## config.mk

```make
export PLATFORM = sky130hd
export DESIGN_NAME = dcocfg_regs
export DESIGN_NICKNAME = d
export VERILOG_FILES = /design/src/dcocfg_pkg.sv /design/src/dcocfg_regs.sv
export SDC_FILE = /design/constraint.sdc
export NUM_CORES = 1
export LEC_CHECK = 0
export BUFFER_PORTS_ARGS = -buffer_cell sky130_fd_sc_hd__clkbuf_2
export CAP_MARGIN = 20
export CORE_MARGIN = 2
export CORE_UTILIZATION = 40
export CTS_CLUSTER_SIZE = 14
export DETAILED_ROUTE_END_ITERATION = 8
export HOLD_SLACK_MARGIN = 0.03
export PLACE_DENSITY = 0.66
export SLEW_MARGIN = 20
export SYNTH_ARGS = -nofsm -noshare
export SYNTH_HDL_FRONTEND = slang
export SYNTH_SLANG_ARGS = --single-unit
```

## constraint.sdc

```tcl
create_clock -name sys_clk_in -period 4.3 [get_ports sys_clk_in]
set_input_delay 0.43 -clock sys_clk_in [delete_from_list [all_inputs] [get_ports sys_clk_in]]
set_output_delay 0.43 -clock sys_clk_in [all_outputs]
set_load 0.1 [all_outputs]
```

## src/dcocfg_pkg.sv

```systemverilog
// Constants for the calibration and mixer setup word storage.
// Assumes a three-wire serial host shifting 32-bit words, bit 0 first.
package dcocfg_pkg;

  localparam int unsigned WORD_W        = 32;
  localparam int unsigned ADDR_W        = 5;
  localparam int unsigned CNT_W         = 6;
  localparam int unsigned SYNC_STAGES   = 3;

  // Word addresses in bits 0 to 4
  localparam logic [4:0]  ADDR_CAL_WORD = 5'h0A;
  localparam logic [4:0]  ADDR_MIX_WORD = 5'h0B;
  localparam logic [5:0]  FRAME_BITS    = 6'h20;

  // Reset values of the two setup words
  localparam logic [31:0] CAL_WORD_RST  = 32'h71E0_200A;
  localparam logic [31:0] MIX_WORD_RST  = 32'h4000_000B;

  // Calibration setup word fields
  localparam int unsigned AUTOCAL_BIT   = 5;
  localparam int unsigned IDAC_LSB      = 6;
  localparam int unsigned IDAC_MSB      = 13;
  localparam int unsigned QDAC_LSB      = 14;
  localparam int unsigned QDAC_MSB      = 21;
  localparam int unsigned IREF_LSB      = 22;
  localparam int unsigned IREF_MSB      = 23;
  localparam int unsigned CALSEL_BIT    = 24;
  localparam int unsigned DIV_LSB       = 25;
  localparam int unsigned DIV_MSB       = 27;
  localparam int unsigned CLKSRC_BIT    = 28;
  localparam int unsigned TRIM_LSB      = 29;
  localparam int unsigned TRIM_MSB      = 31;

  // Mixer load and filter setup word fields
  localparam int unsigned ILA_LSB       = 5;
  localparam int unsigned ILA_MSB       = 10;
  localparam int unsigned ILB_LSB       = 11;
  localparam int unsigned ILB_MSB       = 16;
  localparam int unsigned QLA_LSB       = 17;
  localparam int unsigned QLA_MSB       = 22;
  localparam int unsigned QLB_LSB       = 23;
  localparam int unsigned QLB_MSB       = 28;
  localparam int unsigned BYPASS_BIT    = 29;
  localparam int unsigned PEAK_LSB      = 30;
  localparam int unsigned PEAK_MSB      = 31;

endpackage

```

## src/dcocfg_regs.sv

```systemverilog
// Serial loaded setup words for dc offset calibration and mixer trim.
// Assumes serial pins are asynchronous and a calibration engine on sys_clk.
// Notes on behaviour
// - Calibration word bits 6-13 hold in-phase DAC code, reset 0x80, used in manual.
// - Calibration word bits 14-21 hold quadrature DAC code, reset 0x80, used in manual.
// - Bits 22-23 pick detector reference current, reset 11, 00 finest.
// - Bit 24 picks calibration method, 0 manual, 1 automatic, reset 1.
// - Bits 25-27 pick calibration clock divide ratio, reset 000.
// - Bit 28 picks calibration clock, 1 oscillator, 0 serial clock, reset 1.
// - Bits 29-31 trim oscillator frequency, reset 011.
// - Mixer word bits 5-10 and 11-16 hold in-phase load A and B, reset zero.
// - Mixer word bits 17-22 and 23-28 hold quadrature load A and B, reset zero.
// - Calibration word bit 5 starts automatic calibration, cleared when it completes.
`timescale 1ns/1ps
module dcocfg_regs
  import dcocfg_pkg::*;
(
  // Clock, reset, enable
  input  wire logic                 sys_clk_in,
  input  wire logic                 nrst_in,
  input  wire logic                 clk_en_in,
  // Three-wire serial pins
  input  wire logic                 ser_clk_in,
  input  wire logic                 ser_data_in,
  input  wire logic                 ser_latch_in,
  // Calibration engine
  input  wire logic                 cal_done_in,
  output logic                      cal_start_out,
  output logic                      autocal_en_out,
  // Calibration setup fields
  output logic [7:0]                inphase_offset_dac_code_out,
  output logic [7:0]                quad_offset_dac_code_out,
  output logic [1:0]                cal_reference_current_sel_out,
  output logic                      cal_auto_mode_out,
  output logic [2:0]                cal_clk_div_sel_out,
  output logic                      cal_clk_osc_sel_out,
  output logic [2:0]                osc_trim_out,
  // Mixer load and filter fields
  output logic [5:0]                inphase_mixer_load_side_a_out,
  output logic [5:0]                inphase_mixer_load_side_b_out,
  output logic [5:0]                quad_mixer_load_side_a_out,
  output logic [5:0]                quad_mixer_load_side_b_out,
  output logic                      filter_bypass_out,
  output logic [1:0]                filter_peaking_out
);

  ////////////////////////////////////////////////////////////////////////////
  // Pin synchronisers
  logic [SYNC_STAGES-1:0] sclk_sync_ff;
  logic [SYNC_STAGES-1:0] sdat_sync_ff;
  logic [SYNC_STAGES-1:0] slat_sync_ff;
  logic                   sclk_lvl_ff;
  logic                   slat_lvl_ff;

  always_ff @(posedge sys_clk_in or negedge nrst_in)
  begin
    if (!nrst_in)
    begin
      sclk_sync_ff <= '0;
      sdat_sync_ff <= '0;
      slat_sync_ff <= '0;
    end
    else if (clk_en_in)
    begin
      sclk_sync_ff <= {sclk_sync_ff[SYNC_STAGES-2:0], ser_clk_in};
      sdat_sync_ff <= {sdat_sync_ff[SYNC_STAGES-2:0], ser_data_in};
      slat_sync_ff <= {slat_sync_ff[SYNC_STAGES-2:0], ser_latch_in};
    end
  end

  // Level counts once second and third stages agree
  logic sclk_agree;
  logic slat_agree;
  assign sclk_agree = (sclk_sync_ff[1] == sclk_sync_ff[2]);
  assign slat_agree = (slat_sync_ff[1] == slat_sync_ff[2]);

  always_ff @(posedge sys_clk_in or negedge nrst_in)
  begin
    if (!nrst_in)
    begin
      sclk_lvl_ff <= 1'b0;
      slat_lvl_ff <= 1'b0;
    end
    else if (clk_en_in)
    begin
      if (sclk_agree)
        sclk_lvl_ff <= sclk_sync_ff[2];
      if (slat_agree)
        slat_lvl_ff <= slat_sync_ff[2];
    end
  end

  logic sclk_rise;
  logic slat_rise;
  assign sclk_rise = sclk_agree && sclk_sync_ff[2] && !sclk_lvl_ff;
  assign slat_rise = slat_agree && slat_sync_ff[2] && !slat_lvl_ff;

  ////////////////////////////////////////////////////////////////////////////
  // Frame shifter, bit 0 first
  logic [WORD_W-1:0] shift_ff;
  logic [CNT_W-1:0]  bitcnt_ff;

  always_ff @(posedge sys_clk_in or negedge nrst_in)
  begin
    if (!nrst_in)
    begin
      shift_ff  <= '0;
      bitcnt_ff <= '0;
    end
    else if (clk_en_in)
    begin
      if (slat_rise)
        bitcnt_ff <= '0;
      else if (sclk_rise && !slat_lvl_ff)
      begin
        shift_ff <= {sdat_sync_ff[2], shift_ff[WORD_W-1:1]};
        if (bitcnt_ff != {CNT_W{1'b1}})
          bitcnt_ff <= bitcnt_ff + 1'b1;
      end
    end
  end

  logic frame_ok;
  logic load_cal;
  logic load_mix;
  assign frame_ok = slat_rise && (bitcnt_ff == FRAME_BITS);
  assign load_cal = frame_ok && (shift_ff[ADDR_W-1:0] == ADDR_CAL_WORD);
  assign load_mix = frame_ok && (shift_ff[ADDR_W-1:0] == ADDR_MIX_WORD);

  ////////////////////////////////////////////////////////////////////////////
  // Setup words
  logic [WORD_W-1:0] cal_word_ff;
  logic [WORD_W-1:0] mix_word_ff;
  logic              nxt_autocal;

  // Set from a frame wins over completion
  always_comb
  begin
    nxt_autocal = cal_word_ff[AUTOCAL_BIT];
    if (cal_done_in)
      nxt_autocal = 1'b0;
    if (load_cal)
      nxt_autocal = shift_ff[AUTOCAL_BIT];
  end

  always_ff @(posedge sys_clk_in or negedge nrst_in)
  begin
    if (!nrst_in)
      cal_word_ff <= CAL_WORD_RST;
    else if (clk_en_in)
    begin
      if (load_cal)
        cal_word_ff <= shift_ff;
      cal_word_ff[AUTOCAL_BIT] <= nxt_autocal;
    end
  end

  always_ff @(posedge sys_clk_in or negedge nrst_in)
  begin
    if (!nrst_in)
      mix_word_ff <= MIX_WORD_RST;
    else if (clk_en_in && load_mix)
      mix_word_ff <= shift_ff;
  end

  always_ff @(posedge sys_clk_in or negedge nrst_in)
  begin
    if (!nrst_in)
      cal_start_out <= 1'b0;
    else if (clk_en_in)
      cal_start_out <= load_cal && shift_ff[AUTOCAL_BIT];
  end

  ////////////////////////////////////////////////////////////////////////////
  // Field outputs
  assign autocal_en_out                = cal_word_ff[AUTOCAL_BIT];
  assign inphase_offset_dac_code_out   = cal_word_ff[IDAC_MSB:IDAC_LSB];
  assign quad_offset_dac_code_out      = cal_word_ff[QDAC_MSB:QDAC_LSB];
  assign cal_reference_current_sel_out = cal_word_ff[IREF_MSB:IREF_LSB];
  assign cal_auto_mode_out             = cal_word_ff[CALSEL_BIT];
  assign cal_clk_div_sel_out           = cal_word_ff[DIV_MSB:DIV_LSB];
  assign cal_clk_osc_sel_out           = cal_word_ff[CLKSRC_BIT];
  assign osc_trim_out                  = cal_word_ff[TRIM_MSB:TRIM_LSB];
  assign inphase_mixer_load_side_a_out = mix_word_ff[ILA_MSB:ILA_LSB];
  assign inphase_mixer_load_side_b_out = mix_word_ff[ILB_MSB:ILB_LSB];
  assign quad_mixer_load_side_a_out    = mix_word_ff[QLA_MSB:QLA_LSB];
  assign quad_mixer_load_side_b_out    = mix_word_ff[QLB_MSB:QLB_LSB];
  assign filter_bypass_out             = mix_word_ff[BYPASS_BIT];
  assign filter_peaking_out            = mix_word_ff[PEAK_MSB:PEAK_LSB];
endmodule

```

==> results.sh, run 1 <==
export IMPL_layout_drive_gt1_share_pct=51.2
export IMPL_clock_latency_ns=0.36
export IMPL_yosys_warnings=0
export IMPL_firstDrtPassIters=4
export IMPL_cp_start_kind="flop"
export IMPL_synthTopCellsByArea="dfrtp_1, mux2_2, dfstp_2, mux2_1, mux2_4"
export IMPL_cts_root_buf="clkbuf_8"
export IMPL_cts_clk_slew_worst_paths_ns=0.10
export IMPL_die_width_microns=106
export IMPL_end_kind="flop"
export IMPL_ys_seq_elements=104
export IMPL_numCtsBuffers=9
export IMPL_routed_via_density=5.01
export IMPL_postRouteWirelength_mm=7.26
export IMPL_holdBufCountCts=0
export IMPL_num_antenna_cells=0
export IMPL_fin_cells=468
export IMPL_cts_tree="built"
export IMPL_area_growth_pct=15.9
export IMPL_grt_pass1_vias=2399
export IMPL_setup_viol=0
export IMPL_yosysSeqAreaShare_pct=62.4
export IMPL_start_util_pct=40.9
export IMPL_crit_type="flop to flop"
export IMPL_grt_setup_unrepaired="no"
export IMPL_pin_count=62
export IMPL_cpMaxStageDelayCell="nor4_4"
export IMPL_drtIter0Drc=82
export IMPL_crit_required_ns=4.55
export IMPL_p_leak_nw=2.47
export IMPL_final_cell_mix="dfrtp_1, mux2_2, clkbuf_2"
export IMPL_grt_pass1_wl_mm=12.2
export IMPL_cts_max_level=3
export IMPL_worstMarginPinSlew_ns=0.949
export IMPL_finalCritPeriodShare_pct=59.0
export IMPL_multi_input_comb_area_sq_mm=0.00150
export IMPL_cts_resized=0
export IMPL_wl_per_cell_microns=15.5
export IMPL_total_power_mw=1.92
export IMPL_max_slew_margin_rel_pct=36.8
export IMPL_max_cap_viol_count=0
export IMPL_placed_cells=452
export IMPL_synth_cells=263
export IMPL_synth_area_sq_mm=0.00419
export IMPL_seq_area_sq_mm=0.00261
export IMPL_max_freq_ghz=0.394
export IMPL_yosysTopAreaCell="dfrtp_1"
export IMPL_die_area_sq_mm=0.0113
export IMPL_status="complete, no violations"
export IMPL_clock_skew_ns=0.00991
export IMPL_slew_violations=0
export IMPL_place_hpwl_mm=4.73
export IMPL_synth_cell_types=36
export IMPL_layout_commonest_cell="dfrtp_1"
export IMPL_synth_top_cell_area_share_pct=56.8
export IMPL_core_sq_mm=0.0102
export IMPL_fin_setup_tns_ns=0
export IMPL_clockBufferDepth=2
export IMPL_grt_use_total_pct=13.8
export IMPL_die_h_microns=106
export IMPL_drc=0
export IMPL_postCtsSetupBuffers=0
export IMPL_path_cells="ha_1, nand3b_1, nor4_4, buf_4, mux2_2"
export IMPL_postLayoutCellArea_sq_mm=0.00486
export IMPL_slowest_delay_ns=0.60
export IMPL_grt_overflow=0
export IMPL_path_buf_inv=1
export IMPL_final_nets=338
export IMPL_place_area_sq_mm=0.00463
export IMPL_min_period_ns=2.54
export IMPL_vdd_ir_drop_max_uv=200
export IMPL_cp_top_family="simple AND/OR/NAND/NOR gates"
export IMPL_finalHoldViolCount=0
export IMPL_cts_sink_count=104
export IMPL_drtAntennaViolNets=0
export IMPL_io_buffers=61
export IMPL_grt_antenna_before_repair=0
export IMPL_grt_max_degree=78
export IMPL_rows=37
export IMPL_syn_avg_cell_area_sq_um=15.9
export IMPL_p_per_area_mw_per_mm2=395
export IMPL_place_gp_congestion=0.744
export IMPL_synth_nets=274
export IMPL_hold_class="primary input to asynchronous set/reset pin"
export IMPL_fillers=909
export IMPL_arrival_ns=2.79
export IMPL_cp_max_fo=22
export IMPL_route_vias_total=2346
[power breakdown]
part           total (mW)  switching, mW  internal, mW
Combinational       0.155         0.0806        0.0747
Clock               0.686          0.324         0.362
Sequential           1.08         0.0509          1.03
Total                1.92          0.456          1.47
[worst paths after layout]
kind / slack (ns) / from / cells after the start / end
max: 1.76 / slat_sync_ff[1] / 5 / cal_word_ff[27]
min: 0.21 / nrst_in / 1 / mix_word_ff[15]
max reg2reg: 1.76 / slat_sync_ff[1] / 5 / cal_word_ff[27]
min reg2reg: 0.50 / mix_word_ff[12] / 1 / mix_word_ff[12]
max in group asynchronous: 3.10 / nrst_in / 2 / cal_word_ff[22]
min in group sys_clk_in: 0.31 / ser_latch_in / 2 / slat_sync_ff[0]
[synthesized netlist by cell type (all sizes together)]
cell     instances
a21boi           1
nor2             3
dfrtp           95
nor4             2
nor3             2
ha               4
or4b             1
or3b             1
nand3            3
mux2i            1
nor4bb           1
a22o             1
nand3b           3
nand2b           2
and3b            1
nand4bb          3
nand4            1
nor4b            1
o21ai            3
o21a             1
or4              1
a41oi            2
dfstp            9
inv              3
nand2            7
mux2            96
and3             1
clkbuf           3
buf              8
nor3b            1
o221a            2
[sequential cells by signal, indices dropped and copies added, names as in the netlist]
signal         count
cal_word_ff       27
cal_start_out      1
shift_ff          32
mix_word_ff       27
slat_sync_ff       3
sclk_lvl_ff        1
slat_lvl_ff        1
sdat_sync_ff       3
bitcnt_ff          6
sclk_sync_ff       3
[through the flow]
stage / util, % / worst slack [ns] / hold WS [ns]
after global routing: 47.5 / 1.61 / 0.282
after detailed placement: 45.2 / 1.67 / 0.480
after CTS: 47.5 / 1.74 / 0.242
after floorplan: - / 2.19 / 0.134
after global placement: 45.2 / 1.76 / 0.473
final: 47.5 / 1.76 / 0.206
[final cells by class]
type | count | area share (%)
Multi-Input combinational cell | 145 | 30.9
Inverter | 3 | 0.232
Clock buffer | 12 | 3.19
Timing Repair Buffer | 64 | 6.80
Clock inverter | 4 | 1.52
Sequential cell | 104 | 53.8
Tap cell | 136 | 3.50
[metal layers]
metal  GRT usage [%]  wire length [microns]
met4            4.04                     91
met2            21.5                   3440
met5               0                      0
met3            4.97                    411
met1            18.0                   3320
[kinds of logic (layout without fill, tap and decap cells)]
logic type	count (synthesis)	count (layout)	synth area share [%]
compound gates	10	10	1.88
fa+ha+maj	4	4	1.19
buf+inv	14	83	1.91
flops	104	104	62.4
mux	97	97	26.9
simple gates	34	34	5.68
Note: power is estimated with default switching activity, not from simulation.
==> run 2, diff against run 1 <==
- PLACE_DENSITY: 0.66 -> 0.69
- clock period: 4.3 -> 2.2 ns (I/O delays scaled with it)
==> run 2 against run 1 <==
  * Global-route usage decreased by 0.076 points
  * Final cell count up 1.9%
  * Non-clock buffer count rose by 9
  * Via count grew 0.68%
  * Clock power grew 75%
  * Sequential power grew 95%
  * Register-to-register slack lost 1.6 ns
  * Critical path type unchanged
  * Critical endpoint is now mix_word_ff[16]
  * Largest cell class unchanged
==> results.sh, run 2 (synthesis gave the netlist of run 1 again) <==
export IMPL_cts_max_level=3
export IMPL_postLayoutCellArea_sq_mm=0.00495
export IMPL_setup_viol=0
export IMPL_grt_pass1_wl_mm=12.2
export IMPL_min_period_ns=2.03
export IMPL_clock_skew_ns=0.00947
export IMPL_finalCritPeriodShare_pct=92.5
export IMPL_wl_met2_mm=3.53
export IMPL_vdd_ir_drop_max_uv=403
export IMPL_p_leak_nw=2.51
export IMPL_reg2reg_to="mix_word_ff[16]"
export IMPL_routed_via_density=4.95
export IMPL_layout_drive_gt1_share_pct=52.5
export IMPL_seq_area_sq_mm=0.00261
export IMPL_max_freq_ghz=0.491
export IMPL_grt_antenna_before_repair=0
export IMPL_place_gp_congestion=0.830
export IMPL_drtIter0Drc=106
export IMPL_p_per_area_mw_per_mm2=734
export IMPL_hp_start="ser_clk_in"
export IMPL_dr_wl_met3_microns=243
export IMPL_fillers=903
export IMPL_reg2reg_depth=6
export IMPL_clock_latency_ns=0.36
export IMPL_pin_count=62
export IMPL_multi_input_comb_area_sq_mm=0.00150
export IMPL_final_nets=347
export IMPL_fin_util_pct=48.4
export IMPL_area_growth_pct=18.2
export IMPL_grt_overflow=0
export IMPL_largest_register="shift_ff"
export IMPL_r2r_slack_ns=0.17
export IMPL_crit_required_ns=2.44
export IMPL_hold_path_end="sclk_sync_ff[0]"
export IMPL_slowest_delay_ns=0.56
export IMPL_start_util_pct=40.9
export IMPL_die_h_microns=106
export IMPL_holdPathStages=2
export IMPL_cpMaxStageDelayCell="or4_1"
export IMPL_arrival_ns=2.27
export IMPL_fin_setup_tns_ns=0
export IMPL_firstDrtPassIters=4
export IMPL_path_cells="inv_1, ha_1, nand2b_1, or4_1, buf_4, mux2_1"
export IMPL_num_antenna_cells=0
export IMPL_crit_type="flop to flop"
export IMPL_numCtsBuffers=9
export IMPL_cts_tree="built"
export IMPL_slew_violations=0
export IMPL_finalHoldViolCount=0
export IMPL_clockBufferDepth=2
export IMPL_max_cap_viol_count=0
export IMPL_rows=37
export IMPL_status="complete, no violations"
export IMPL_final_cell_mix="dfrtp_1, mux2_2, clkbuf_2"
export IMPL_cp_max_fo=19
export IMPL_largest_reg_flops=32
export IMPL_cts_sink_count=104
export IMPL_core_sq_mm=0.0102
export IMPL_hold_slack_ns=0.0840
export IMPL_io_buffers=61
export IMPL_max_slew_margin_rel_pct=59.3
export IMPL_place_hpwl_mm=4.92
export IMPL_route_vias_total=2362
export IMPL_postRouteWirelength_mm=7.24
export IMPL_wl_per_cell_microns=15.2
export IMPL_grt_setup_unrepaired="no"
export IMPL_die_width_microns=106
export IMPL_drc=0
export IMPL_wl_met1_mm=3.36
export IMPL_cp_start_kind="flop"
export IMPL_cts_clk_slew_worst_paths_ns=0.10
export IMPL_cts_root_buf="clkbuf_8"
export IMPL_grt_max_degree=48
export IMPL_end_kind="flop"
export IMPL_place_area_sq_mm=0.00474
export IMPL_grt_pass1_vias=2378
export IMPL_worstMarginPinSlew_ns=0.610
export IMPL_hold_class="primary input to flop"
export IMPL_grt_use_total_pct=13.7
export IMPL_r2r_start="bitcnt_ff[0]"
export IMPL_maxUsedRoutingLayer="met4"
export IMPL_drtAntennaViolNets=0
export IMPL_layout_commonest_cell="dfrtp_1"
export IMPL_largestRegisters="shift_ff: 32 flops, cal_word_ff: 27 flops, mix_word_ff: 27 flops"
export IMPL_die_area_sq_mm=0.0113
==> run 2: routing by layer <==
layer	GRT usage, %	vias to the layer above
li1	-	1104
met1	18.7	1205
met2	21.4	45
met3	3.07	8
met4	5.08	0
met5	0	-
==> run 2: worst max-delay path by stage <==
stage                             from               to  slack (ns)  depth (start not counted)
final                     bitcnt_ff[0]  mix_word_ff[16]        0.17                          6
after global routing      bitcnt_ff[3]  mix_word_ff[17]        0.08                          4
after CTS                 bitcnt_ff[2]   cal_word_ff[6]        0.16                          4
after detailed placement  bitcnt_ff[2]  cal_word_ff[26]        0.18                          4
after global placement    bitcnt_ff[2]  cal_word_ff[19]        0.18                          4
after floorplan           bitcnt_ff[2]  cal_word_ff[10]        0.09                          5
==> run 2: layout make-up <==
cell class / instances / area share (%)
tap: 136 / 3.44
inverter: 3 / 0.228
clock buffer: 9 / 2.50
timing repair buffer: 73 / 9.10
clock inverter: 7 / 1.57
multi-input combinational: 145 / 30.4
sequential: 104 / 52.8
==> run 2: critical path, delay by kind of cell, from the launching register on <==
kind / cells / cell delay, ns
and+or+nand+nor: 2 / 0.65
buffers and inverters: 2 / 0.34
muxes: 1 / 0.34
adders and majority gates: 1 / 0.14
DFF: 1 / 0.43
==> run 2: where the power goes <==
group          switching (mW)  internal [mW]  total [mW]
clock                   0.664          0.539        1.20
sequential             0.0943           2.01        2.11
combinational           0.161          0.167       0.328
==> run 2: metrics by stage <==
step           power (mW)  worst slack, ns  cells
3_5_place_dp         2.48            0.176    460
2_1_floorplan        2.34           0.0851    263
6_report             3.64            0.165    477
4_1_cts              3.69            0.160    477
3_3_place_gp         2.46            0.182    460
5_1_grt              3.83           0.0803    477
==> run 2: repair_timing <==
action	in CTS	in global routing
hold endpoints to repair	40	0
hold buffers	1	0
setup buffers	0	0
resized for setup	0	0
